==> src/flash_host_pkg.sv <==
package flash_host_pkg;
    localparam logic [7:0] REG_CMD  = 8'h00;
    localparam logic [7:0] REG_ADDR = 8'h04;
    localparam logic [7:0] REG_DATA = 8'h08;
    localparam logic [7:0] REG_STAT = 8'h0C;
    localparam logic [2:0] OP_LOAD  = 3'h1;
    localparam logic [2:0] OP_ERASE = 3'h2;
    localparam logic [2:0] OP_WRITE = 3'h3;
    localparam logic [2:0] OP_LOCK  = 3'h4;
    localparam logic [2:0] OP_REEN  = 3'h5;
    localparam logic [2:0] OP_FUSE  = 3'h6;
    localparam logic [2:0] OP_SIG   = 3'h7;
    localparam logic [7:0] CTRL_LOAD  = 8'h01;
    localparam logic [7:0] CTRL_ERASE = 8'h03;
    localparam logic [7:0] CTRL_WRITE = 8'h05;
    localparam logic [7:0] CTRL_LOCK  = 8'h09;
    localparam logic [7:0] CTRL_REEN  = 8'h11;
    localparam logic [7:0] CTRL_SIG   = 8'h21;
    localparam int         EN_BIT   = 0;
    localparam int         PAGE_HI  = 13;
    localparam int         PAGE_LO  = 7;
    localparam int         WORD_HI  = 6;
    localparam int         WORD_LO  = 1;
    localparam logic [15:0] LOCK_Z    = 16'h0001;
    localparam logic [7:0]  LOCK_KEEP = 8'hC3;
    localparam int         ST_BUSY  = 0;
    localparam int         ST_DONE  = 1;
    localparam int         ST_REF   = 2;
    localparam int         ST_RES   = 8;
    localparam int         ST_CTRL  = 16;
    localparam logic [31:0] RST_WORD = 32'h0000_0000;

    typedef struct packed {
        logic        ctrl_wr;
        logic [7:0]  ctrl_wdata;
        logic        spm;
        logic        lpm;
        logic [15:0] z;
        logic [15:0] r;
    } dev_out_s;

    typedef struct packed {
        logic [7:0] ctrl_rdata;
        logic [7:0] lpm_data;
        logic       eeprom_write_busy;
    } dev_in_s;
endpackage

==> src/flash_host.sv <==
`timescale 1ns/1ps
module flash_host
    import flash_host_pkg::*;
(
    input  wire logic        pclk,
    input  wire logic        presetn,
    input  wire logic        ce,
    input  wire logic        psel,
    input  wire logic        penable,
    input  wire logic        pwrite,
    input  wire logic [7:0]  paddr,
    input  wire logic [31:0] pwdata,
    output logic      [31:0] prdata,
    output logic             pready,
    output logic             pslverr,
    input  wire dev_in_s     dev_i,
    output dev_out_s         dev_o
);
    typedef enum logic [5:0] {
        S_IDLE = 6'b000001,
        S_EE   = 6'b000010,
        S_CTRL = 6'b000100,
        S_ISS  = 6'b001000,
        S_FIN  = 6'b010000,
        S_CAPT = 6'b100000
    } state_e;

    state_e      st_q;
    dev_out_s    dev_q;
    logic [31:0] prdata_q;
    logic        pready_q;
    logic        pslverr_q;
    logic [15:0] z_q;
    logic [15:0] data_q;
    logic [2:0]  op_q;
    logic        done_q;
    logic        ref_q;
    logic [7:0]  res_q;
    logic [63:0] loaded_q;
    logic [6:0]  erased_pg_q;
    logic        erased_ok_q;

    wire setup     = psel && !penable && !pready_q;
    wire access    = psel && penable && pready_q;
    wire wr_acc    = access && pwrite;
    wire hit_cmd   = paddr == REG_CMD;
    wire hit_addr  = paddr == REG_ADDR;
    wire hit_data  = paddr == REG_DATA;
    wire hit_stat  = paddr == REG_STAT;
    wire mapped    = hit_cmd || hit_addr || hit_data || hit_stat;
    wire idle      = st_q == S_IDLE;
    wire dev_en    = dev_i.ctrl_rdata[EN_BIT];
    wire [5:0] widx = z_q[WORD_HI:WORD_LO];
    wire [6:0] pg   = z_q[PAGE_HI:PAGE_LO];
    wire [2:0] new_op = pwdata[2:0];
    wire start     = wr_acc && hit_cmd && idle && new_op != 3'h0;
    // host-side refusals of illegal software sequences
    wire dup_load  = new_op == OP_LOAD && loaded_q[widx];
    wire bad_write = new_op == OP_WRITE
                  && !(erased_ok_q && erased_pg_q == pg);
    wire refuse    = start && (dup_load || bad_write);
    wire go        = start && !refuse;
    wire rd_op     = op_q == OP_FUSE || op_q == OP_SIG;
    // ready to write control: eeprom idle and prior op done
    wire ee_ok     = !dev_i.eeprom_write_busy && !dev_en;

    logic [7:0]  ctrl_pat;
    logic [15:0] z_out;
    logic [15:0] r_out;
    logic [31:0] rd_word;
    always_comb begin
        ctrl_pat = CTRL_LOAD;
        z_out    = z_q;
        r_out    = data_q;
        case (op_q)
            OP_LOAD:  ctrl_pat = CTRL_LOAD;
            OP_ERASE: ctrl_pat = CTRL_ERASE;
            OP_WRITE: ctrl_pat = CTRL_WRITE;
            OP_LOCK: begin
                ctrl_pat = CTRL_LOCK;
                z_out    = LOCK_Z;
                r_out    = {8'h00, data_q[7:0] | LOCK_KEEP};
            end
            OP_REEN:  ctrl_pat = CTRL_REEN;
            OP_FUSE:  ctrl_pat = CTRL_LOCK;
            OP_SIG:   ctrl_pat = CTRL_SIG;
            default:  ctrl_pat = CTRL_LOAD;
        endcase
    end

    always_comb begin
        rd_word = RST_WORD;
        if (hit_addr) begin
            rd_word[15:0] = z_q;
        end else if (hit_data) begin
            rd_word[15:0] = data_q;
        end else if (hit_stat) begin
            rd_word[ST_BUSY]         = !idle;
            rd_word[ST_DONE]         = done_q;
            rd_word[ST_REF]          = ref_q;
            rd_word[ST_RES+7:ST_RES] = res_q;
            rd_word[ST_CTRL+7:ST_CTRL] = dev_i.ctrl_rdata;
        end
    end

    // apb slave: one wait-free access cycle
    always_ff @(posedge pclk or negedge presetn) begin
        if (!presetn) begin
            pready_q  <= 1'b0;
            pslverr_q <= 1'b0;
            prdata_q  <= RST_WORD;
        end else if (ce) begin
            pready_q  <= setup;
            pslverr_q <= setup && !(psel && mapped);
            if (setup) begin
                prdata_q <= rd_word;
            end
        end
    end

    always_ff @(posedge pclk or negedge presetn) begin
        if (!presetn) begin
            z_q    <= 16'h0000;
            data_q <= 16'h0000;
        end else if (ce && wr_acc && idle) begin
            if (hit_addr) begin
                z_q <= pwdata[15:0];
            end
            if (hit_data) begin
                data_q <= pwdata[15:0];
            end
        end
    end

    // sequencer
    always_ff @(posedge pclk or negedge presetn) begin
        if (!presetn) begin
            st_q   <= S_IDLE;
            op_q   <= 3'h0;
            done_q <= 1'b0;
            ref_q  <= 1'b0;
            res_q  <= 8'h00;
            dev_q  <= '0;
        end else if (ce) begin
            dev_q.ctrl_wr <= 1'b0;
            dev_q.spm     <= 1'b0;
            dev_q.lpm     <= 1'b0;
            case (st_q)
                S_IDLE: begin
                    if (start) begin
                        ref_q  <= refuse;
                        done_q <= refuse;
                    end
                    if (go) begin
                        op_q <= new_op;
                        st_q <= S_EE;
                    end
                end
                S_EE: begin
                    if (ee_ok) begin
                        dev_q.ctrl_wr    <= 1'b1;
                        dev_q.ctrl_wdata <= ctrl_pat;
                        dev_q.z          <= z_out;
                        dev_q.r          <= r_out;
                        st_q             <= S_CTRL;
                    end
                end
                S_CTRL: begin
                    // strike inside the armed window
                    dev_q.spm <= !rd_op;
                    dev_q.lpm <= rd_op;
                    st_q      <= rd_op ? S_CAPT : S_ISS;
                end
                S_ISS: begin
                    st_q <= S_FIN;
                end
                S_CAPT: begin
                    st_q <= S_FIN;
                end
                S_FIN: begin
                    if (rd_op) begin
                        res_q  <= dev_i.lpm_data;
                        done_q <= 1'b1;
                        st_q   <= S_IDLE;
                    end else if (!dev_en) begin
                        done_q <= 1'b1;
                        st_q   <= S_IDLE;
                    end
                end
                default: st_q <= S_IDLE;
            endcase
        end
    end

    // shadow of buffer and erased page
    wire spm_now = ce && dev_q.spm;
    always_ff @(posedge pclk or negedge presetn) begin
        if (!presetn) begin
            loaded_q    <= 64'h0;
            erased_pg_q <= 7'h00;
            erased_ok_q <= 1'b0;
        end else if (spm_now) begin
            case (op_q)
                OP_LOAD: loaded_q[dev_q.z[WORD_HI:WORD_LO]] <= 1'b1;
                OP_ERASE: begin
                    erased_pg_q <= dev_q.z[PAGE_HI:PAGE_LO];
                    erased_ok_q <= 1'b1;
                end
                OP_WRITE: begin
                    loaded_q    <= 64'h0;
                    erased_ok_q <= 1'b0;
                end
                OP_REEN: loaded_q <= 64'h0;
                default: erased_ok_q <= erased_ok_q;
            endcase
        end
    end

    assign prdata  = prdata_q;
    assign pready  = pready_q;
    assign pslverr = pslverr_q;
    assign dev_o   = dev_q;
endmodule

==> config.mk <==
export PLATFORM = sky130hd
export DESIGN_NAME = flash_host
export DESIGN_NICKNAME = d
export VERILOG_FILES = /design/src/flash_host_pkg.sv /design/src/flash_host.sv
export SDC_FILE = /design/constraint.sdc
export NUM_CORES = 1
export LEC_CHECK = 0
export ABC_AREA = 1
export BUFFER_PORTS_ARGS = -buffer_cell sky130_fd_sc_hd__buf_2
export CAP_MARGIN = 20
export CORE_UTILIZATION = 40
export CTS_BUF_LIST = sky130_fd_sc_hd__clkbuf_8
export DETAILED_ROUTE_END_ITERATION = 8
export PLACE_DENSITY = 0.62
export SYNTH_ARGS = -nofsm -noshare
export SYNTH_HDL_FRONTEND = slang
export SYNTH_SLANG_ARGS = --single-unit
==> constraint.sdc <==
create_clock -name pclk -period 2.7 [get_ports pclk]
set_clock_uncertainty 0.1 [all_clocks]
set_input_delay 0.135 -clock pclk [delete_from_list [all_inputs] [get_ports pclk]]
set_output_delay 0.135 -clock pclk [all_outputs]
set_load 0.03 [all_outputs]
# Word-level counts from Yosys, hierarchy flattened
# Index checks and enable logic that the tools add are counted.
# W data, S select, Z words.
dict set report totals {
  ff_bits 192
  elab_cells 130
}
dict set report op_classes {
  magnitude_cmp 3
  n_eq_ne 23
  mux 30
  bitwise 1
  n_reduce_logical 54
}
# cell n
set ops {}
lappend ops {{$pmux W64 S2} 1}
lappend ops {{$mux W16} 4}
lappend ops {{$or A64 B64 Y64} 1}
lappend ops {{$pmux W6 S5} 2}
lappend ops {{$mux W6} 5}
lappend ops {{$mux W8} 3}
lappend ops {{$logic_and A1 B1 Y1} 20}
lappend ops {{$mux W9} 2}
lappend ops {{$eq A8 B4 Y1 const B} 2}
lappend ops {{$lt A6 B7 Y1 const B} 2}
lappend ops {{$eq A3 B3 Y1 const B} 4}
lappend ops {{$reduce_and A2 Y1} 6}
lappend ops {{$reduce_and A3 Y1} 4}
lappend ops {{$eq A3 B2 Y1 const B} 3}
lappend ops {{$logic_not A1 Y1} 9}
lappend ops {{$eq A8 B3 Y1 const B} 1}
lappend ops {{$logic_not A8 Y1} 1}
lappend ops {{$reduce_and A4 Y1} 2}
lappend ops {{$eq A7 B7 Y1} 1}
lappend ops {{$bmux W1 S6} 1}
lappend ops {{$demux W1 S6} 1}
lappend ops {{$eq A3 B1 Y1 const B} 2}
lappend ops {{$eq A6 B1 Y1 const B} 1}
lappend ops {{$eq A6 B2 Y1 const B} 1}
lappend ops {{other kinds (17)} 32}

# Logic depth before layout (Yosys ltp)
dict set report depth {
  ltp_word 11
  ltp_mapped 16
  ltp_nobuf 14
}

# Worst setup path after synthesis
# Ideal clock, no wire load.
dict set report synth_timing {
  path_type {register -> register}
  startpoint {register st_q[0]}
  endpoint {register data_q[0]}
  arrival_ps 1619
  required_time_ps 2479
  path_slack_ps 860
  stages_incl_launch_ff 8
  n_path_buf 1
  synth_period_minus_slack_ps 1840
  cell_sequence {dfstp_2 inv_2 nor4_4 nor3b_4 nand2_2 buf_4 nand2_1 o21ai_2}
}
dict set report synth_via {
  elab_chain_len 3
}
# item line
set synth_rtl {}
lappend synth_rtl {{start, declared} flash_host.sv:28} ;# state_e st_q;
lappend synth_rtl {{start signal, assigned} flash_host.sv:172} ;# st_q <= rd_op ? S_CAPT : S_ISS;
lappend synth_rtl {{$eq A6 B1 Y1} flash_host.sv:51} ;# wire idle = st_q == S_IDLE;
lappend synth_rtl {{$logic_and A1 B1 Y1} flash_host.sv:125} ;# end else if (ce && wr_acc && idle) begin
lappend synth_rtl {{$reduce_and A2 Y1 (no line)} -}
lappend synth_rtl {{end signal, assigned} flash_host.sv:130} ;# data_q <= pwdata[15:0];
lappend synth_rtl {{end, declared} flash_host.sv:34} ;# logic [15:0] data_q;
# No other way between the ends.
# A chain may end at the register's enable or synchronous reset.

# Worst setup path after layout
dict set report layout_timing {
  startpoint {register z_q[1]}
  endpoint {register st_q[4]}
}
dict set report layout_via {
  elab_chain_len 9
}
# item line
set layout_rtl {}
lappend layout_rtl {{start, declared} flash_host.sv:33} ;# logic [15:0] z_q;
lappend layout_rtl {{start signal, assigned} flash_host.sv:127} ;# z_q <= pwdata[15:0];
lappend layout_rtl {{$bmux W1 S6} flash_host.sv:58} ;# wire dup_load = new_op == OP_LOAD && loaded_q[widx];
lappend layout_rtl {{$mux W1 (implied by the code)} flash_host.sv:58}
lappend layout_rtl {{$logic_and A1 B1 Y1} flash_host.sv:58}
lappend layout_rtl {{$logic_or A1 B1 Y1} flash_host.sv:61} ;# wire refuse = start && (dup_load || bad_write);
lappend layout_rtl {{$logic_and A1 B1 Y1} flash_host.sv:61}
lappend layout_rtl {{$logic_not A1 Y1} flash_host.sv:62} ;# wire go = start && !refuse;
lappend layout_rtl {{$logic_and A1 B1 Y1} flash_host.sv:62}
lappend layout_rtl {{$ne A2 B1 Y1 (no line)} -}
lappend layout_rtl {{$reduce_and A4 Y1 (no line)} -}
# No other way between the ends. The select of a mux whose other input is x is not followed.

==> results.md <==
* # clock sinks at 190
* CP startpoint kind: flip-flop
* Family with the most delay on the worst path: simple AND/OR/NAND/NOR gates
* Critical path buffers and inverters at 1
* Num CTS Buffers at 17
* Simple logic cell fraction of the synthesized area at 0.2505
* Number of diodes at 0
* Number of top-level design ports at 140
* Area fraction in compound gates after synthesis at 0.1235
* Cell Area, Synth at 8720 um^2
* Largest net degree at the start of global routing at 74
* Site row count at 53
* Max Cap Viol at 0
* Outcome: finished clean
* Largest family of logic cells by synthesized area: simple AND/OR/NAND/NOR gates
* Final weighted congestion of routability-driven global placement at 0.8285
* R2R Path Start: z_q[1]$_DFFE_PN0P_
* Cell-by-cell trace of the critical path: inv_2 > nand2_1 > nand3_1 > nand3_1 > nand2_1 > nand2_1 > nand3_1 > nand3_1 > nand2_1 > nand2_2 > nand3_2 > nand2_2 > nand2_1 > nand2_1
* H-tree depth at 4
* Startpoint-to-endpoint class of the critical path: flip-flop to flip-flop
* Number of synthesis warnings at 0
* Total area of sequential cells at ~4800 um^2
* Setup TNS after final layout at 0 ns
* Antenna Nets Post-Route at 0
* Number of global-route vias before repair at around 6,800
* Multiplexer share of the synthesized area at 0.006457
* Detailed Routing Iterations Pass 1 at 5
* Cell type with the highest aggregate area in the netlist: dfrtp_1
* Flops & latches, synth at 190
* Share of final-layout standard cells stronger than drive strength 1 at 0.2090
* Maximum clock path buffer count at 2
* Net switching share of the total power at 0.2985
* EDFF count, synth at 0
* Worst min-delay path class: primary input to flip-flop
* Fillers at between 2,000 and 2,500
* Leakage power of the design at approximately 5.3 nW
* Int Power at 4.043 mW
* Slew at the pin closest to its max-slew limit at 0.6687 ns
* Share of async-settable or async-resettable flops after synthesis at 1.000
* Dominant cell by count in the synthesized netlist: nand2_1
* Initial cell density of the core at 0.4109
* Power per unit of standard cell area at around 550 nW/um^2
* Clock tree from TritonCTS: built
* Footprint of the multi-input gates at roughly 3400 um^2
* Largest fanout of any net on the critical path at 32
* Number of buffers inserted by port buffering at ~110
* Fraction of synthesized cell area in xor and xnor cells at 0.003013
* Die X-Extent at ~150 um
* Top cells by count, synth: nand2_1 (232), dfrtp_1 (189), nor2_1 (121)
* Timing-limited maximum frequency at roughly 0.45 GHz
* VDD IR-drop max at roughly 0.34 mV
* Hold wc startpoint: paddr[2]
* Area Overhead vs Synth at 19.10%
* First-pass GRT wire length at 36,590 um
* Congestion Overflow GR at 0
* Floorplan Core Area at around 21,000 um^2
* Vias per cell at between 5 and 6
* Final Critical Period at 2.211 ns
* Detail-routed net length per standard cell at ~16 um
* Synthesized area per cell at slightly below 9 um^2
* Worst path setup slack after routing at 0.4893 ns
* Leading cell types by total area after synthesis: dfrtp_1 (54%), nand2_1 (10%), nor2_1 (5.2%)
* DR vias at roughly 7,000
* Number of different library cells in the post-synthesis netlist at between 40 and 50
* Final cell area excluding filler cells at 10,390 um^2
* Initial DRC Count at roughly 460
* Vertical die dimension at roughly 150 um
* Cell area after placement at 9585 um^2
* Total Routing Usage GR at 0.2127
* Remaining max-slew budget at the tightest pin at 0.5526
* Clock transition at the registers of the reported paths at approximately 0.11 ns
* Unrepaired setup endpoints after global routing: no
* Adder and majority gate portion of the synthesized area at 0
* Max-slew violations at 0
* Post-detailed-routing wire length at approximately 23,000 um
* Slowest cell on crit path: inv_2
* Worst Setup Slack post-DPL at between 0.4 and 0.5 ns
* Total of cells resized after clock tree synthesis at 0
* Critical path launch point: z_q[1]$_DFFE_PN0P_
* Tot Pwr at 5.764 mW
* Later-pin clock latency in the skew report at 0.49 ns
* Combinational Power Share at 0.125
* Sequential share of the synthesized area at 0.5454
* Endpoint arrival time on the critical path at 2.49 ns
* DRC errors left at 0
* Buffer cell driving the clock tree root: clkbuf_8
* Delay of the slowest cell on the worst path at about 0.44 ns
* Final cycle utilization of the critical path at 0.8188
* Setup violators final at 0
* Kind of end point of the critical path: flip-flop
* Req. time, crit path at between 2 and 3 ns
* Antenna violations before repair at 0
* Synthesized instance count at 991
* Final core utilization at 0.4894
* Number of hold violations in the final report at 0
* Final nets at approximately 1,200
* CP dominant cell by count: nand2_1
* Top cell type's share of synthesized area at 0.5424
* DPL Wire Length at 14,900 um
* Sequential share of power at 0.523
* Switching power of the nets at roughly 1.7 mW
* Total die area at 22,390 um^2
* Share of total power in the clock network at 0.352
* Ys flop type: dfrtp_1
==> worst reg2reg max path, delay by kind of cell (launching register included) <==
kind                   cells  cell delay, ns
buffers and inverters      1            0.44
AND/OR/NAND/NOR           13            1.18
flip-flops                 1            0.40
==> metal layers <==
layer  track usage  share of wire  wire length [um]
met4       0.06173          0.013               289
met3       0.04146          0.049              1104
met1        0.3032           0.47             10650
met2        0.3271           0.47             10490
met5             0              0                 0
==> cells by family after synthesis <==
family | Yosys count
xor gates and xnor gates | 3
other | 1
muxes | 5
buffers and inverters | 125
AOI/OAI and AO/OA | 179
DFF | 190
and+or+nand+nor | 488
==> final timing paths <==
kind,end,slack (ns),cells after the start
max,st_q[4]$_DFFE_PN0P_,0.49,14
min,prdata[23]$_DFFE_PN0P_,0.05,5
max reg2reg,st_q[4]$_DFFE_PN0P_,0.49,14
min reg2reg,dev_o[5]$_DFFE_PN0P_,0.38,2
max in group asynchronous,st_q[0]$_DFFE_PN1P_,1.60,3
min in group asynchronous,loaded_q[45]$_DFFE_PN0P_,0.13,2
==> timing repair <==
item	CTS	global route
endpoints found under the hold margin	130	0
setup buffers	0	0
hold buffers	37	0
==> power groups by stage <==
stage               sequential (mW)  combinational (mW)  clock [mW]
detailed placement             3.07               0.685           0
finish                         3.01               0.722        2.03
global route                   3.02               0.793        2.18
floorplan                      3.18               0.282           0
CTS                            3.01               0.729        2.09
global placement               3.07               0.677           0
==> sequential cells by signal, indices dropped and copies added (netlist names) <==
name and flops:
pready 1, dev_o 41, loaded_q 64, erased_ok_q 1, done_q 1, pslverr 1, ref_q 1, op_q 3
z_q 16, prdata 24, erased_pg_q 7, data_q 16, res_q 8, st_q 6
==> cell type report <==
type	count	share of cell area
well taps	275	0.03313
repair buffers	180	0.1163
flip-flops and latches	190	0.4579
inverters	71	0.02566
clock buffers	17	0.02253
clock inverters	15	0.01880
multi-input cells	685	0.3257
==> per-stage QoR <==
step / hold WS, ns / std cells
after floorplan: -0.2606 / 1000
after global placement: 0.1004 / 1364
after detailed placement: 0.1016 / 1364
after CTS: 0.01433 / 1433
after global routing: 0.07272 / 1433
final: 0.05470 / 1433
==> cells in the final DEF, fill, tap and decap left out, drive strengths merged, types with 2 or more instances in the layout <==
cell type      n
a21oi         81
nor4           8
nand2        236
a22o           2
o31ai          4
o21ai         65
dlygate4sd3   37
conb          10
or2            2
o22ai          2
buf          142
bufinv         2
nand4          5
clkbuf        18
a211oi         3
inv           77
nor2         125
clkinv         7
a31oi         11
nand3         92
nor3          18
mux2           5
dfrtp        189
a221oi         8
xnor2          2
o21a           2
Note: power is estimated with default switching activity, not from simulation.
